File: config.mk
export PLATFORM = sky130hd
export DESIGN_NAME = ric_channel_cfg
export DESIGN_NICKNAME = d
export VERILOG_FILES = /design/src/logic/ric_pkg.sv /design/src/logic/ric_fixed_div.sv /design/src/logic/ric_channel_cfg.sv
export SDC_FILE = /design/constraint.sdc
export NUM_CORES = 1
export LEC_CHECK = 0
export ABC_AREA = 1
export BUFFER_PORTS_ARGS = -buffer_cell sky130_fd_sc_hd__buf_2
export CAP_MARGIN = 40
export CORE_AREA = 3 3 92 94
export CTS_BUF_LIST = sky130_fd_sc_hd__clkbuf_16
export DETAILED_ROUTE_END_ITERATION = 16
export DIE_AREA = 0 0 95 97
export HOLD_SLACK_MARGIN = 0.12
export PLACE_DENSITY = 0.74
export REMOVE_ABC_BUFFERS = 1
export SKIP_CTS_REPAIR_TIMING = 1
export SYNTH_ARGS = -nofsm -noshare
export SYNTH_HDL_FRONTEND = slang
export SYNTH_SLANG_ARGS = --single-unit
File: constraint.sdc
create_clock -name clk_i -period 2.6 [get_ports clk_i]
set_input_delay 0.52 -clock clk_i [delete_from_list [all_inputs] [get_ports clk_i]]
set_output_delay 0.52 -clock clk_i [all_outputs]
set_load 0.02 [all_outputs]
File: src/logic/ric_pkg.sv
/*
 * Package for the channel-ten reference input configuration block: register
 * indices, field positions, reset values, frequency codes and route encodings.
 * Assumes a word-wide Wishbone slave that decodes byte address = 4 * index.
 */
package ric_pkg;

  //////////////////////////////////////////////////////////////////////////////
  // Register map (word index, byte address is four times the index)
  localparam logic [5:0] RIC_IDX_CFG = 6'h29;
  localparam logic [5:0] RIC_IDX_MODE = 6'h2c;
  localparam logic [5:0] RIC_IDX_STATUS = 6'h2d;
  localparam logic [7:0] RIC_CFG_RESET = 8'h03;
  localparam logic [7:0] RIC_MODE_RESET = 8'h00;

  //////////////////////////////////////////////////////////////////////////////
  // Field positions of the configuration and mode registers
  localparam int RIC_CFG_PROG_BIT = 7;
  localparam int RIC_CFG_FIXED_BIT = 6;
  localparam int RIC_CFG_PROF_HI = 5;
  localparam int RIC_CFG_PROF_LO = 4;
  localparam int RIC_CFG_FREQ_HI = 3;
  localparam int RIC_CFG_FREQ_LO = 0;
  localparam int RIC_MODE_FAMILY_BIT = 0;

  //////////////////////////////////////////////////////////////////////////////
  // Frequency codes and nominal rates in kHz
  localparam int RIC_KHZ_W = 18;
  localparam logic [3:0] RIC_FC_8K = 4'h0;
  localparam logic [3:0] RIC_FC_T1E1 = 4'h1;
  localparam logic [3:0] RIC_FC_6M48 = 4'h2;
  localparam logic [3:0] RIC_FC_19M44 = 4'h3;
  localparam logic [3:0] RIC_FC_25M92 = 4'h4;
  localparam logic [3:0] RIC_FC_38M88 = 4'h5;
  localparam logic [3:0] RIC_FC_51M84 = 4'h6;
  localparam logic [3:0] RIC_FC_77M76 = 4'h7;
  localparam logic [3:0] RIC_FC_155M52 = 4'h8;
  localparam logic [3:0] RIC_FC_2K = 4'h9;
  localparam logic [3:0] RIC_FC_4K = 4'ha;
  localparam logic [RIC_KHZ_W-1:0] RIC_KHZ_8K = 18'd8;
  localparam logic [RIC_KHZ_W-1:0] RIC_KHZ_1544 = 18'd1544;
  localparam logic [RIC_KHZ_W-1:0] RIC_KHZ_2048 = 18'd2048;
  localparam logic [RIC_KHZ_W-1:0] RIC_KHZ_6480 = 18'd6480;
  localparam logic [RIC_KHZ_W-1:0] RIC_KHZ_19440 = 18'd19440;
  localparam logic [RIC_KHZ_W-1:0] RIC_KHZ_25920 = 18'd25920;
  localparam logic [RIC_KHZ_W-1:0] RIC_KHZ_38880 = 18'd38880;
  localparam logic [RIC_KHZ_W-1:0] RIC_KHZ_51840 = 18'd51840;
  localparam logic [RIC_KHZ_W-1:0] RIC_KHZ_77760 = 18'd77760;
  localparam logic [RIC_KHZ_W-1:0] RIC_KHZ_155520 = 18'd155520;
  localparam logic [RIC_KHZ_W-1:0] RIC_KHZ_2K = 18'd2;
  localparam logic [RIC_KHZ_W-1:0] RIC_KHZ_4K = 18'd4;
  localparam logic [RIC_KHZ_W-1:0] RIC_KHZ_NONE = 18'd0;
  // Fixed divider target rate is 8 kHz, so ratio = kHz >> 3
  localparam int RIC_TARGET_SHIFT = 3;
  localparam int RIC_RATIO_W = RIC_KHZ_W - RIC_TARGET_SHIFT;

  //////////////////////////////////////////////////////////////////////////////
  // Routing of the loop input
  typedef enum logic [1:0] {
    RIC_ROUTE_DIRECT,
    RIC_ROUTE_PROG,
    RIC_ROUTE_FIXED
  } ric_route_e;

  // Nominal rate of a code; zero marks a code with no meaning
  function automatic logic [RIC_KHZ_W-1:0] ric_freq_khz(input logic [3:0] code,
                                                        input logic family);
    unique case (code)
      RIC_FC_8K: ric_freq_khz = RIC_KHZ_8K;
      RIC_FC_T1E1: ric_freq_khz = family ? RIC_KHZ_2048 : RIC_KHZ_1544;
      RIC_FC_6M48: ric_freq_khz = RIC_KHZ_6480;
      RIC_FC_19M44: ric_freq_khz = RIC_KHZ_19440;
      RIC_FC_25M92: ric_freq_khz = RIC_KHZ_25920;
      RIC_FC_38M88: ric_freq_khz = RIC_KHZ_38880;
      RIC_FC_51M84: ric_freq_khz = RIC_KHZ_51840;
      RIC_FC_77M76: ric_freq_khz = RIC_KHZ_77760;
      RIC_FC_155M52: ric_freq_khz = RIC_KHZ_155520;
      RIC_FC_2K: ric_freq_khz = RIC_KHZ_2K;
      RIC_FC_4K: ric_freq_khz = RIC_KHZ_4K;
      default: ric_freq_khz = RIC_KHZ_NONE;
    endcase
  endfunction : ric_freq_khz

endpackage : ric_pkg

File: src/logic/ric_fixed_div.sv
/*
 * Fixed pre-divider: emits one pulse for every ratio_i input edges, so that the
 * loop sees events at 8 kHz. Assumes edge_i is a one-cycle pulse on clk_i.
 */
module ric_fixed_div #(
  parameter int RATIO_W = 15
) (
  // Clock and reset
  input wire logic clk_i,
  input wire logic rst_i,
  input wire logic ce_i,
  // Input events and ratio
  input wire logic edge_i,
  input wire logic [RATIO_W-1:0] ratio_i,
  // Divided events
  output logic pulse_o
);

  logic [RATIO_W-1:0] cnt_q;
  logic [RATIO_W-1:0] cnt_d;
  logic pulse_q;
  logic pulse_d;

  if (RATIO_W < 2) begin : g_chk
    $error("ric_fixed_div: RATIO_W too small");
  end

  //////////////////////////////////////////////////////////////////////////////
  // Counter; >= keeps the count sane when the ratio shrinks mid-period
  always_comb begin
    cnt_d = cnt_q;
    pulse_d = 1'b0;
    if (edge_i) begin
      if (ratio_i <= RATIO_W'(1) || cnt_q >= ratio_i - RATIO_W'(1)) begin
        cnt_d = '0;
        pulse_d = 1'b1;
      end else begin
        cnt_d = cnt_q + RATIO_W'(1);
      end
    end
  end

  always_ff @(posedge clk_i) begin
    if (rst_i) begin
      cnt_q <= '0;
      pulse_q <= 1'b0;
    end else if (ce_i) begin
      cnt_q <= cnt_d;
      pulse_q <= pulse_d;
    end
  end

  assign pulse_o = pulse_q;

  //////////////////////////////////////////////////////////////////////////////
  property p_fix_wrap;
    @(posedge clk_i) disable iff (rst_i)
    ce_i && edge_i && ratio_i > RATIO_W'(1) && cnt_q == ratio_i - RATIO_W'(1)
      |=> pulse_o && cnt_q == '0;
  endproperty
  a_fix_wrap: assert property (p_fix_wrap) else $error("fixed divider missed wrap");

  property p_fix_cause;
    @(posedge clk_i) disable iff (rst_i)
    $rose(pulse_o) |-> $past(edge_i);
  endproperty
  a_fix_cause: assert property (p_fix_cause) else $error("divider pulse without edge");

endmodule : ric_fixed_div

File: src/logic/ric_channel_cfg.sv
/*
 * Channel-ten reference configuration: Wishbone register bank that steers the
 * channel to the loop and the frequency monitor, selects the activity profile
 * and decodes the nominal frequency. Assumes chan_i is asynchronous and
 * prog_div_i comes from the programmable pre-divider on clk_i.
 */
// Contract
// - Prog route bit sends channel through programmable divider
// - Fixed route bit sends channel to the loop through fixed divider; monitor stays direct
// - Fixed divider brings channel down to 8 kHz
// - Prog route overrides fixed route bit
// - Channel has own activity accumulator, four profiles
// - Profile field picks activity profile 0 to 3
// - Frequency code decodes to nominal reference rate
// - Code 0001 rate follows rate family bit
module ric_channel_cfg #(
  parameter int ADR_W = 8
) (
  // Clock, reset, enable
  input wire logic clk_i,
  input wire logic rst_i,
  input wire logic ce_i,
  // Wishbone slave
  input wire logic wb_cyc_i,
  input wire logic wb_stb_i,
  input wire logic wb_we_i,
  input wire logic [ADR_W-1:0] wb_adr_i,
  input wire logic [31:0] wb_dat_i,
  input wire logic [3:0] wb_sel_i,
  output logic wb_ack_o,
  output logic [31:0] wb_dat_o,
  // Channel inputs
  input wire logic chan_i,
  input wire logic prog_div_i,
  // Loop and monitor feeds
  output logic pll_ref_o,
  output logic mon_ref_o,
  output logic prog_div_en_o,
  output logic [1:0] route_o,
  // Activity monitor and frequency
  output logic [1:0] activity_profile_sel_o,
  output logic [ric_pkg::RIC_KHZ_W-1:0] freq_khz_o,
  output logic freq_valid_o
);

  if (ADR_W < 8) begin : g_chk
    $error("ric_channel_cfg: ADR_W must cover the register map");
  end

  //////////////////////////////////////////////////////////////////////////////
  // Wishbone slave and registers
  logic ack_q;
  logic ack_d;
  logic [31:0] rdat_q;
  logic [31:0] rdat_d;
  logic [7:0] cfg_q;
  logic [7:0] cfg_d;
  logic [7:0] mode_q;
  logic [7:0] mode_d;
  logic [5:0] idx;
  logic wr_en;
  logic [7:0] status;

  assign idx = wb_adr_i[7:2];
  // Commit happens on the edge that raises ack, so a write lands exactly once
  assign wr_en = wb_cyc_i && wb_stb_i && !ack_q && wb_we_i && wb_sel_i[0];

  always_comb begin
    ack_d = wb_cyc_i && wb_stb_i && !ack_q;
    cfg_d = cfg_q;
    mode_d = mode_q;
    rdat_d = '0;
    if (wr_en && idx == ric_pkg::RIC_IDX_CFG) begin
      cfg_d = wb_dat_i[7:0];
    end
    if (wr_en && idx == ric_pkg::RIC_IDX_MODE) begin
      mode_d = wb_dat_i[7:0] & 8'h01;
    end
    if (ack_d && !wb_we_i) begin
      unique case (idx)
        ric_pkg::RIC_IDX_CFG: rdat_d = {24'h000000, cfg_q};
        ric_pkg::RIC_IDX_MODE: rdat_d = {24'h000000, mode_q};
        ric_pkg::RIC_IDX_STATUS: rdat_d = {24'h000000, status};
        default: rdat_d = '0;
      endcase
    end
  end

  always_ff @(posedge clk_i) begin
    if (rst_i) begin
      ack_q <= 1'b0;
      rdat_q <= '0;
      cfg_q <= ric_pkg::RIC_CFG_RESET;
      mode_q <= ric_pkg::RIC_MODE_RESET;
    end else if (ce_i) begin
      ack_q <= ack_d;
      rdat_q <= rdat_d;
      cfg_q <= cfg_d;
      mode_q <= mode_d;
    end
  end

  assign wb_ack_o = ack_q;
  assign wb_dat_o = rdat_q;

  //////////////////////////////////////////////////////////////////////////////
  // Channel sampling; chan_i is asynchronous, so two flops before edge detect
  logic sync1_q;
  logic sync2_q;
  logic prev_q;
  logic chan_edge;

  always_ff @(posedge clk_i) begin
    if (rst_i) begin
      sync1_q <= 1'b0;
      sync2_q <= 1'b0;
      prev_q <= 1'b0;
    end else if (ce_i) begin
      sync1_q <= chan_i;
      sync2_q <= sync1_q;
      prev_q <= sync2_q;
    end
  end

  // Limitation: only inputs well below half of clk_i are resolved here
  assign chan_edge = sync2_q && !prev_q;

  //////////////////////////////////////////////////////////////////////////////
  // Decoded configuration
  logic prog_sel;
  logic fixed_sel;
  logic [3:0] fcode;
  logic family;
  logic [ric_pkg::RIC_KHZ_W-1:0] khz;
  logic [ric_pkg::RIC_RATIO_W-1:0] ratio;
  logic fix_pulse;

  assign prog_sel = cfg_q[ric_pkg::RIC_CFG_PROG_BIT];
  assign fixed_sel = cfg_q[ric_pkg::RIC_CFG_FIXED_BIT];
  assign fcode = cfg_q[ric_pkg::RIC_CFG_FREQ_HI:ric_pkg::RIC_CFG_FREQ_LO];
  assign family = mode_q[ric_pkg::RIC_MODE_FAMILY_BIT];
  assign khz = ric_pkg::ric_freq_khz(fcode, family);
  assign ratio = khz[ric_pkg::RIC_KHZ_W-1:ric_pkg::RIC_TARGET_SHIFT];

  ric_fixed_div #(
    .RATIO_W(ric_pkg::RIC_RATIO_W)
  ) u_fixed_div (
    .clk_i(clk_i),
    .rst_i(rst_i),
    .ce_i(ce_i),
    .edge_i(chan_edge),
    .ratio_i(ratio),
    .pulse_o(fix_pulse)
  );

  //////////////////////////////////////////////////////////////////////////////
  // Routing and monitor outputs, all registered
  ric_pkg::ric_route_e route_q;
  ric_pkg::ric_route_e route_d;
  logic pll_q;
  logic pll_d;
  logic mon_q;
  logic mon_d;
  logic pen_q;
  logic [1:0] prof_q;
  logic [ric_pkg::RIC_KHZ_W-1:0] khz_q;
  logic fvalid_q;
  logic warn_q;
  logic warn_d;

  always_comb begin
    if (prog_sel) begin
      route_d = ric_pkg::RIC_ROUTE_PROG;
    end else if (fixed_sel) begin
      route_d = ric_pkg::RIC_ROUTE_FIXED;
    end else begin
      route_d = ric_pkg::RIC_ROUTE_DIRECT;
    end
    unique case (route_d)
      ric_pkg::RIC_ROUTE_PROG: pll_d = prog_div_i;
      ric_pkg::RIC_ROUTE_FIXED: pll_d = fix_pulse;
      default: pll_d = chan_edge;
    endcase
    mon_d = prog_sel ? prog_div_i : chan_edge;
    // Flags a setup that software should avoid: prog route with non-8 kHz code
    warn_d = prog_sel && fcode != ric_pkg::RIC_FC_8K;
  end

  always_ff @(posedge clk_i) begin
    if (rst_i) begin
      route_q <= ric_pkg::RIC_ROUTE_DIRECT;
      pll_q <= 1'b0;
      mon_q <= 1'b0;
      pen_q <= 1'b0;
      prof_q <= 2'h0;
      khz_q <= '0;
      fvalid_q <= 1'b0;
      warn_q <= 1'b0;
    end else if (ce_i) begin
      route_q <= route_d;
      pll_q <= pll_d;
      mon_q <= mon_d;
      pen_q <= prog_sel;
      prof_q <= cfg_q[ric_pkg::RIC_CFG_PROF_HI:ric_pkg::RIC_CFG_PROF_LO];
      khz_q <= khz;
      fvalid_q <= khz != ric_pkg::RIC_KHZ_NONE;
      warn_q <= warn_d;
    end
  end

  assign status = {4'h0, warn_q, fvalid_q, 2'(route_q)};
  assign pll_ref_o = pll_q;
  assign mon_ref_o = mon_q;
  assign prog_div_en_o = pen_q;
  assign route_o = 2'(route_q);
  assign activity_profile_sel_o = prof_q;
  assign freq_khz_o = khz_q;
  assign freq_valid_o = fvalid_q;

  //////////////////////////////////////////////////////////////////////////////
  // Checks
  property p_prog_pll;
    @(posedge clk_i) disable iff (rst_i)
    ce_i && prog_sel |=> pll_ref_o == $past(prog_div_i) && mon_ref_o == $past(prog_div_i);
  endproperty
  a_prog_pll: assert property (p_prog_pll) else $error("prog route not followed");

  property p_direct_mon;
    @(posedge clk_i) disable iff (rst_i)
    ce_i && !prog_sel |=> mon_ref_o == $past(chan_edge);
  endproperty
  a_direct_mon: assert property (p_direct_mon) else $error("monitor not fed directly");

  property p_fixed_pll;
    @(posedge clk_i) disable iff (rst_i)
    ce_i && !prog_sel && fixed_sel |=> pll_ref_o == $past(fix_pulse) && route_o == 2'h2;
  endproperty
  a_fixed_pll: assert property (p_fixed_pll) else $error("fixed route not followed");

  property p_prog_wins;
    @(posedge clk_i) disable iff (rst_i)
    ce_i && prog_sel && fixed_sel |=> route_o == 2'h1 && prog_div_en_o;
  endproperty
  a_prog_wins: assert property (p_prog_wins) else $error("fixed bit not ignored");

  property p_profile;
    @(posedge clk_i) disable iff (rst_i)
    ce_i |=> activity_profile_sel_o == $past(cfg_q[5:4]);
  endproperty
  a_profile: assert property (p_profile) else $error("profile select mismatch");

  property p_freq_19m;
    @(posedge clk_i) disable iff (rst_i)
    // Sampled reset keeps the release edge out: khz_q still holds its reset value there
    !rst_i && ce_i && fcode == 4'h3 |=> freq_khz_o == 18'd19440 && freq_valid_o;
  endproperty
  a_freq_19m: assert property (p_freq_19m) else $error("code 0011 not 19.44 MHz");

  property p_freq_unused;
    @(posedge clk_i) disable iff (rst_i)
    ce_i && fcode == 4'hf |=> !freq_valid_o && freq_khz_o == '0;
  endproperty
  a_freq_unused: assert property (p_freq_unused) else $error("unused code marked valid");

  property p_family;
    @(posedge clk_i) disable iff (rst_i)
    ce_i && fcode == 4'h1 |=> freq_khz_o == ($past(family) ? 18'd2048 : 18'd1544);
  endproperty
  a_family: assert property (p_family) else $error("code 0001 ignores family");

  property p_write_cfg;
    @(posedge clk_i) disable iff (rst_i)
    ce_i && wr_en && idx == 6'h29 |=> cfg_q == $past(wb_dat_i[7:0]) ##1 !ce_i ||
      activity_profile_sel_o == cfg_q[5:4];
  endproperty
  a_write_cfg: assert property (p_write_cfg) else $error("write did not take effect");

endmodule : ric_channel_cfg

==> results of run 1 <==
registers in the layout, indices dropped and copies added, names as in the netlist, 2 cells and up:
name / flops
activity_profile_sel_o: 2
cfg_q: 8
freq_khz_o: 17
route_o: 2
u_fixed_div.cnt_q: 15
wb_dat_o: 8
where the power goes:
part	internal [W]	total, W	leakage, nW	switching, W
Clock	0.000655	0.00113	0.137	0.000472
Sequential	0.000974	0.000988	0.506	0.0000138
Combinational	0.0000529	0.000189	1.56	0.000136
layer usage:
metal	share of wire, %	vias up	track usage [%]	wire length (um)
li1	-	1748	-	-
met2	48	102	28.80	4296
met1	44	1583	23.62	3914
met3	5.8	22	3.966	519
met4	2.4	0	7.880	211
met5	0	-	0	0
worst min path at each step:
stage,endpoint,cells after the start,startpoint
3_3_place_gp,activity_profile_sel_o[1],2,activity_profile_sel_o[1]
3_5_place_dp,activity_profile_sel_o[1],2,activity_profile_sel_o[1]
6_report,sync1_q,3,chan_i
4_1_cts,sync1_q,3,chan_i
5_1_grt,cfg_q[1],3,wb_dat_i[1]
2_1_floorplan,warn_q,2,warn_q
metrics by stage:
stage,instance area [um2],cells,setup slack [ns],hold WS (ns),util (%)
5_1_grt,4586,703,-0.3652,0.4199,59.34
6_report,4586,703,-0.2258,0.4101,59.34
3_3_place_gp,4041,681,-0.2093,0.4501,52.30
3_5_place_dp,4041,681,-0.2700,0.4531,52.30
2_1_floorplan,3333,483,-0.1356,0.4393,-
4_1_cts,4323,697,-0.3656,0.4133,55.94
kinds of logic after synthesis:
group	Yosys count	synth area share, %
AND/OR/NAND/NOR	220	27.75
buffers and inverters	98	13.64
AO/OA/AOI/OAI	83	12.64
flip-flops	62	35.52
adder cells (fa/ha/maj)	19	6.803
XOR/XNOR	13	3.258
other	1	0.1073
multiplexers	1	0.2864
layout make-up:
| type | instances | area, um2 | area share (%) |
|---|---|---|---|
| well taps | 102 | 127.6 | 2.783 |
| clock inverters | 7 | 56.30 | 1.228 |
| inverters | 60 | 227.7 | 4.966 |
| multi-input cells | 362 | 2071 | 45.16 |
| clock buffers | 9 | 225.2 | 4.911 |
| flip-flops and latches | 62 | 1249 | 27.23 |
| repair buffers | 101 | 629.4 | 13.72 |
critical path, stage by stage, from the launching register on:
cell and delay, ns:
dfxtp_2 0.33, inv_4 0.08, buf_4 0.14, nand2_2 0.05
nand2_1 0.11, nand2_2 0.07, inv_1 0.09, nand2_4 0.08
nor3_1 0.20, buf_4 0.18, nor4_2 0.04, ha_1 0.32
nand2_1 0.06, inv_1 0.05, nand2_1 0.06, nand2_1 0.05
a21oi_2 0.14, nand2_1 0.06, nor2_1 0.11, nand2_1 0.12
nand2_4 0.17, nand2_8 0.11, nor2_1 0.13
placed cells by master (no fill, tap or decap), types with 2 or more instances in the layout:
cell / instances
a21oi_1: 39
a21oi_2: 3
buf_2: 56
buf_4: 42
buf_6: 3
clkbuf_16: 9
clkinv_4: 2
conb_1: 25
dfxtp_1: 58
dfxtp_2: 3
ha_1: 17
inv_1: 53
inv_2: 5
inv_6: 3
nand2_1: 99
nand2_2: 10
nand2_4: 4
nand2_8: 2
nand3_1: 10
nand3b_1: 2
nand4_1: 6
nand4_2: 2
nor2_1: 49
nor2_2: 13
nor2_4: 7
nor3_1: 10
nor3_4: 2
o211ai_1: 4
o21ai_0: 32
xnor2_1: 2
xor2_1: 10
==> results.cfg, run 1 <==
[detailed_routing]
via_count = 3455
post-route-drc-count = 0
postRouteAntennaNets = 0
drtPass1Iterations = 4
vias_per_cell = 4.915
routed_wl_um = 8941
wl_per_cell_um = 12.72
drt_iter0_markers = 173

[status]
violations = setup timing
status = finished, violations left

[critical_path]
startpoint_type = flip-flop
crit_required_ns = 2.87
critPathArrivalTime_ns = 3.09
r2r_setup_slack_ns = -0.23
crit_start = cfg_q[0]
reg2regPathDepth = 22
rr_startpoint = cfg_q[0]
endpoint = u_fixed_div.cnt_q[9]
path_class = reg -> reg
reg2reg_to = u_fixed_div.cnt_q[9]
crit_fanout = 8
crit_path_end_kind = flip-flop

[synth]
synth.most_common_cell = nand2_1
syn_avg_cell_area_um2 = 7.031
synth.largest_area_cell = dfxtp_1
syn_inst = 497
ys_ff_latch = 62
synth_common_cells = 109 x nand2_1, 62 x dfxtp_1, 61 x nor2_1
synth_cell_types = 34
syn_area_um2 = 3495
ys_warn_count = 0
yosysTopAreaCellShare_pct = 35.52
ys_async_sr_fraction_pct = 0
synth_edf_count = 0
synthTopCellsByArea = dfxtp_1 36%, nand2_1 12%, ha_1 6.8%, nor2_1 6.6%, inv_1 6.3%
synthFlopType = dfxtp_1
synth-seq-area-share_pct = 35.52

[sta]
setup_viol = 16
slew_headroom_pct = 31.56
finalCritPeriodShare_pct = 108.7
final.min_clock_period_ns = 2.826
fin_worst_skew_ns = 0.008257
fin_ws_ns = -0.2258
timing.fmax_ghz = 0.3539
finalHoldViolations = 0
worst_pin_slew_ns = 1.025
tns_ns = -3.221
drv_slew = 0
rsz0062_at_grt = yes

[global_routing]
antenna_found_initial = 0
grt_max_degree = 34
gr-total-overflow = 0
grt_pass1_vias = 3051
grt_pass1_wl_um = 13500
grtUsageTotal_pct = 18.22

[cells_and_area]
fillers = 678
final_nets = 667
syn_to_final_growth_pct = 31.22
antennaDiodeCount = 0
drive_above_1_share_pct = 29.78

[pwr]
totalPowerFinal_w = 0.002304
ir_drop_uv = 355.5
p_leak_nw = 2.202
power_density_nw_per_um2 = 502.4

[die]
floorplan.initialDensity_pct = 45.22
die_x_um = 95
ios = 111
die_h_um = 97
rows = 32
dieArea_um2 = 9215
core_area_um2 = 7727

[clocking]
clk_pin_slew_worst_paths_ns = 0.06
clockBufferDepth = 2
insertion_delay_ns = 0.34
cts_tree = yes
cts_buffers = 9
cts_htree_levels = 3
clock_sinks = 62
cts_root_buf = clkbuf_16

[place]
port_buffers = 56
dp_hpwl_um = 6164
place.gp.congestion = 0.8911

[worst_hold_path]
hold_path_class = in -> reg

[flow_run]
max-cap-violations = 0
Note: power is estimated with default switching activity, not from simulation.
==> run 2: changes to the inputs <==
--- a/config.mk
+++ b/config.mk
@@ -12,9 +12,9 @@
 export CTS_BUF_LIST = sky130_fd_sc_hd__clkbuf_16
 export DETAILED_ROUTE_END_ITERATION = 16
 export DIE_AREA = 0 0 95 97
+export GPL_ROUTABILITY_DRIVEN = 0
 export HOLD_SLACK_MARGIN = 0.12
 export PLACE_DENSITY = 0.74
-export REMOVE_ABC_BUFFERS = 1
 export SKIP_CTS_REPAIR_TIMING = 1
 export SYNTH_ARGS = -nofsm -noshare
 export SYNTH_HDL_FRONTEND = slang
==> run 2 against run 1 <==
Effect of this change:
- the flow still finishes with violations (setup timing)
- hold slack better by 0.0010 ns
- flip-flop and latch count unchanged
- count of clock-buffer cells in the layout did not move
- power is 0.16% lower
- first-iteration DRC count rose by 35%
- register-to-register slack gained 0.07 ns
- core utilization shrank 0.83 points
- largest cell class unchanged
- highest routed layer unchanged
==> results.cfg, run 2 (synthesized netlist as in run 1, its figures left out) <==
[place]
dp.cells = 676
dp_hpwl_um = 6618
dpl_cell_area_um2 = 4018
port_buffers = 56

[cells_and_area]
multi_input_area_um2 = 2054
fin_cells = 697
fillers = 678
largest_reg_flops = 17
antennaDiodeCount = 0
mostFrequentLayoutCells = 100 x nand2_1, 59 x dfxtp_1, 56 x buf_2, 52 x inv_1, 48 x nor2_1
seq_area_um2 = 1252
drive_above_1_share_pct = 28.57
final_area_um2 = 4522
final_common_cell = nand2_1
syn_to_final_growth_pct = 29.39
final_core_util_pct = 58.52
final_nets = 661

[die]
rows = 32
die_x_um = 95
die_h_um = 97
ios = 111
dieArea_um2 = 9215
core_area_um2 = 7727
floorplan.initialDensity_pct = 45.22

[critical_path]
crit_buf_inv = 4
crit_path_end_kind = flip-flop
max_stage_delay_ns = 0.37
critPathArrivalTime_ns = 3.02
crit_required_ns = 2.86
critPathSlowestCell = dfxtp_4
path_class = reg -> reg
crit_path_frequent_cell = nand2_1
startpoint_type = flip-flop
cp_cell_sequence = inv_4 -> nor2_4 -> inv_2 -> nor3_4 -> nor2_2 -> ha_2 -> inv_4 -> buf_4 -> xor2_1 -> ha_1 -> a21oi_2 -> nand2_1 -> nand2_1 -> nand2_1 -> nand2_1 -> nand2_1 -> nor2_2 -> nand2_2 -> nand2_4 -> nand2_8 -> nor2_1
path_delay_family = simple AND/OR/NAND/NOR gates
crit_fanout = 7

[clocking]
cts_tree = yes
insertion_delay_ns = 0.33
cts_root_buf = clkbuf_16
clockBufferDepth = 2
clock_sinks = 62
cts_htree_levels = 3
cts_buffers = 9
clk_pin_slew_worst_paths_ns = 0.06

[global_routing]
antenna_found_initial = 0
grtUsageTotal_pct = 19.47
grt_max_degree = 32
gr-total-overflow = 0
grt_pass1_vias = 3116
grt_pass1_wl_um = 14390

[detailed_routing]
postRouteAntennaNets = 0
drtPass1Iterations = 5
routed_wl_um = 9387
drt_iter0_markers = 234
vias_per_cell = 4.966
wl_per_cell_um = 13.47
via_count = 3461
post-route-drc-count = 0

[status]
status = finished, violations left
violations = setup timing

[sta]
worst_pin_slew_ns = 1.012
finalCritPeriodShare_pct = 106.0
tns_ns = -2.132
fin_ws_ns = -0.1563
final.min_clock_period_ns = 2.756
setup_viol = 16
fin_worst_skew_ns = 0.006669
drv_slew = 0
slew_headroom_pct = 32.48
rsz0062_at_grt = yes
finalHoldViolations = 0
timing.fmax_ghz = 0.3628

[pwr]
ir_drop_uv = 391.0
power_density_nw_per_um2 = 508.7
p_leak_nw = 2.161
totalPowerFinal_w = 0.002300

[flow_run]
max-cap-violations = 0

[worst_hold_path]
hold_path_class = in -> reg
run 2: path summary, 6_finish.rpt:
| check | start | to | slack (ns) | cells past startpoint |
|---|---|---|---|---|
| worst max-delay path | cfg_q[0] | u_fixed_div.cnt_q[10] | -0.16 | 21 |
| worst min register to register | activity_profile_sel_o[0] | activity_profile_sel_o[0] | 0.46 | 2 |
| worst min-delay path | chan_i | sync1_q | 0.41 | 3 |
| worst max register to register | cfg_q[0] | u_fixed_div.cnt_q[10] | -0.16 | 21 |
run 2: stage by stage:
stage               setup slack (ns)  hold slack, ns
floorplan                   0.006071          0.4454
global placement            -0.05178          0.4515
detailed placement           -0.1130          0.4504
CTS                          -0.1547          0.4131
global route                 -0.3724          0.4297
finish                       -0.1563          0.4111
run 2: worst register-to-register path: stages (launching register included):
cell	delay, ns
dfxtp_4	0.37
inv_4	0.05
nor2_4	0.09
inv_2	0.05
nor3_4	0.18
nor2_2	0.06
ha_2	0.20
inv_4	0.08
buf_4	0.11
xor2_1	0.16
ha_1	0.29
a21oi_2	0.15
nand2_1	0.06
nand2_1	0.07
nand2_1	0.07
nand2_1	0.07
nand2_1	0.06
nor2_2	0.11
nand2_2	0.08
nand2_4	0.15
nand2_8	0.11
nor2_1	0.13
run 2: per-layer routing:
| layer | share of wire [%] | vias to the layer above | track usage [%] |
|---|---|---|---|
| met3 | 5.8 | 17 | 4.355 |
| met5 | 0 | - | 0 |
| met2 | 49 | 121 | 31.45 |
| met1 | 44 | 1594 | 25.66 |
| li1 | - | 1729 | - |
| met4 | 1.4 | 0 | 5.882 |
run 2: layout make-up:
class	instances	area share, %
clock inverters	7	1.217
well taps	102	2.822
repair buffers	95	12.76
inverters	60	5.091
multi-input cells	362	45.43
clock buffers	9	4.981
flip-flops and latches	62	27.70
run 2: power by group:
part	switching (W)	internal [W]	total [W]
logic	0.000135	0.0000525	0.000187
registers	0.0000147	0.000972	0.000986
clock network	0.000471	0.000656	0.00113
total	0.000620	0.00168	0.00230
==> run 3: changes to the inputs <==
--- a/config.mk
+++ b/config.mk
@@ -8,13 +8,15 @@
 export ABC_AREA = 1
 export BUFFER_PORTS_ARGS = -buffer_cell sky130_fd_sc_hd__buf_2
 export CAP_MARGIN = 40
-export CORE_AREA = 3 3 92 94
+export CELL_PAD_IN_SITES_DETAIL_PLACEMENT = 1
+export CELL_PAD_IN_SITES_GLOBAL_PLACEMENT = 1
+export CORE_AREA = 3 3 109 111
 export CTS_BUF_LIST = sky130_fd_sc_hd__clkbuf_16
 export DETAILED_ROUTE_END_ITERATION = 16
-export DIE_AREA = 0 0 95 97
+export DIE_AREA = 0 0 112 114
 export GPL_ROUTABILITY_DRIVEN = 0
 export HOLD_SLACK_MARGIN = 0.12
-export PLACE_DENSITY = 0.74
+export PLACE_DENSITY = 0.75
 export SKIP_CTS_REPAIR_TIMING = 1
 export SYNTH_ARGS = -nofsm -noshare
 export SYNTH_HDL_FRONTEND = slang
==> run 3 against run 2 <==
Effect of this change:
- hold slack better by 0.0043 ns
- count of clock-buffer cells in the layout stayed put
- critical path depth stayed put
- clock skew is 0.00085 ns lower
- the run still ends with setup timing left
- clock power is 6% higher
- largest cell class unchanged
- via count is 0.12% higher
- die area is 39% higher
- routed wire length is 13% higher
==> results.cfg, run 3 (synthesized netlist as in run 1, its figures left out) <==
[critical_path]
crit_required_ns = 2.86
crit_path_end_kind = flip-flop
path_class = reg -> reg
crit_fanout = 8
critPathArrivalTime_ns = 3.04
startpoint_type = flip-flop

[clocking]
insertion_delay_ns = 0.33
cts_htree_levels = 3
clk_pin_slew_worst_paths_ns = 0.06
cts_buffers = 9
clock_sinks = 62
cts_root_buf = clkbuf_16
cts_tree = yes
clockBufferDepth = 2

[sta]
fin_ws_ns = -0.1705
tns_ns = -2.440
finalCritPeriodShare_pct = 106.6
setup_viol = 16
fin_worst_skew_ns = 0.005820
rsz0062_at_grt = yes
final.min_clock_period_ns = 2.771
timing.fmax_ghz = 0.3609
slew_headroom_pct = 28.13
drv_slew = 0
finalHoldViolations = 0
worst_pin_slew_ns = 1.077
timing.hold.ws_ns = 0.4154

[cells_and_area]
antennaDiodeCount = 0
mostFrequentLayoutCells = 102 x nand2_1, 58 x dfxtp_1, 56 x buf_2, 53 x inv_1, 46 x nor2_1
largest_reg_flops = 17
final_nets = 664
drive_above_1_share_pct = 28.93
fillers = 1354
final_common_cell = nand2_1
syn_to_final_growth_pct = 32.01

[global_routing]
antenna_found_initial = 0
gr-total-overflow = 0
grtUsageTotal_pct = 16.03
grt_max_degree = 43
grt_pass1_vias = 3489
grt_pass1_wl_um = 16720

[detailed_routing]
vias_per_cell = 4.695
post-route-drc-count = 0
postRouteAntennaNets = 0
routed_wl_um = 10600
drtPass1Iterations = 4
via_count = 3465
wl_per_cell_um = 14.36
drt_iter0_markers = 163

[place]
dp_hpwl_um = 7710
port_buffers = 56
preCtsSetupSlack_ns = -0.2531

[status]
violations = setup timing
status = finished, violations left

[pwr]
ir_drop_uv = 324.9
p_leak_nw = 2.171
power_density_nw_per_um2 = 517.0

[die]
ios = 111
dieArea_um2 = 12770
core_area_um2 = 10890
rows = 38
die_h_um = 114
die_x_um = 112
floorplan.initialDensity_pct = 32.10

[flow_run]
max-cap-violations = 0

[worst_hold_path]
hold_path_class = in -> reg
==> run 3: area by class of cell <==
| type | instances | area (um2) | area share, % |
|---|---|---|---|
| timing repair buffer | 98 | 595.6 | 12.91 |
| sequential | 62 | 1251 | 27.12 |
| tap | 140 | 175.2 | 3.797 |
| inverter | 60 | 227.7 | 4.936 |
| clock inverter | 7 | 72.57 | 1.573 |
| clock buffer | 9 | 225.2 | 4.882 |
| multi-input combinational | 362 | 2066 | 44.78 |
==> run 3: path summary, 6_finish.rpt <==
check | from | end | slack, ns | cells past startpoint
hold reg to reg | activity_profile_sel_o[1] | activity_profile_sel_o[1] | 0.46 | 2
setup / recovery | cfg_q[3] | u_fixed_div.cnt_q[8] | -0.17 | 21
hold / removal | wb_dat_i[1] | cfg_q[1] | 0.42 | 3
setup reg to reg | cfg_q[3] | u_fixed_div.cnt_q[8] | -0.17 | 21
==> run 3: per-stage QoR <==
step,instance area [um2],std cells,power (W),utilization [%]
after floorplan,3598,521,0.001162,-
after global placement,4073,715,0.001188,37.41
after detailed placement,4073,715,0.001192,37.41
after CTS,4370,731,0.002397,40.14
after global routing,4613,738,0.002481,42.37
final,4613,738,0.002385,42.37
==> run 3: worst max-delay path, stage by stage (launching register included) <==
cell     delay, ns
dfxtp_4       0.36
nor2_4        0.14
inv_2         0.07
nor3_4        0.19
nor2_2        0.08
ha_2          0.18
inv_2         0.09
nor2_4        0.05
buf_4         0.13
nor2_1        0.12
ha_1          0.27
nand2_1       0.07
nand2_1       0.05
a21oi_1       0.13
nand2_1       0.07
nand2_1       0.05
nand2_1       0.05
nor2_1        0.09
nand2_1       0.10
nand2_4       0.15
nand2_8       0.11
nor2_1        0.15
==> run 3: routing by layer <==
metal	up-vias	wire length, um	global-route usage, %
met1	1651	4837	20.52
met5	-	0	0
met2	66	5200	26.86
met4	0	247	7.131
met3	16	312	2.387
li1	1732	-	-
==> run 3: power by group <==
group | leakage (nW) | internal (W) | total, W | switching, W
clock | 0.142 | 0.000742 | 0.00120 | 0.000460
sequential | 0.506 | 0.000973 | 0.000989 | 0.0000164
combinational | 1.52 | 0.0000530 | 0.000193 | 0.000140
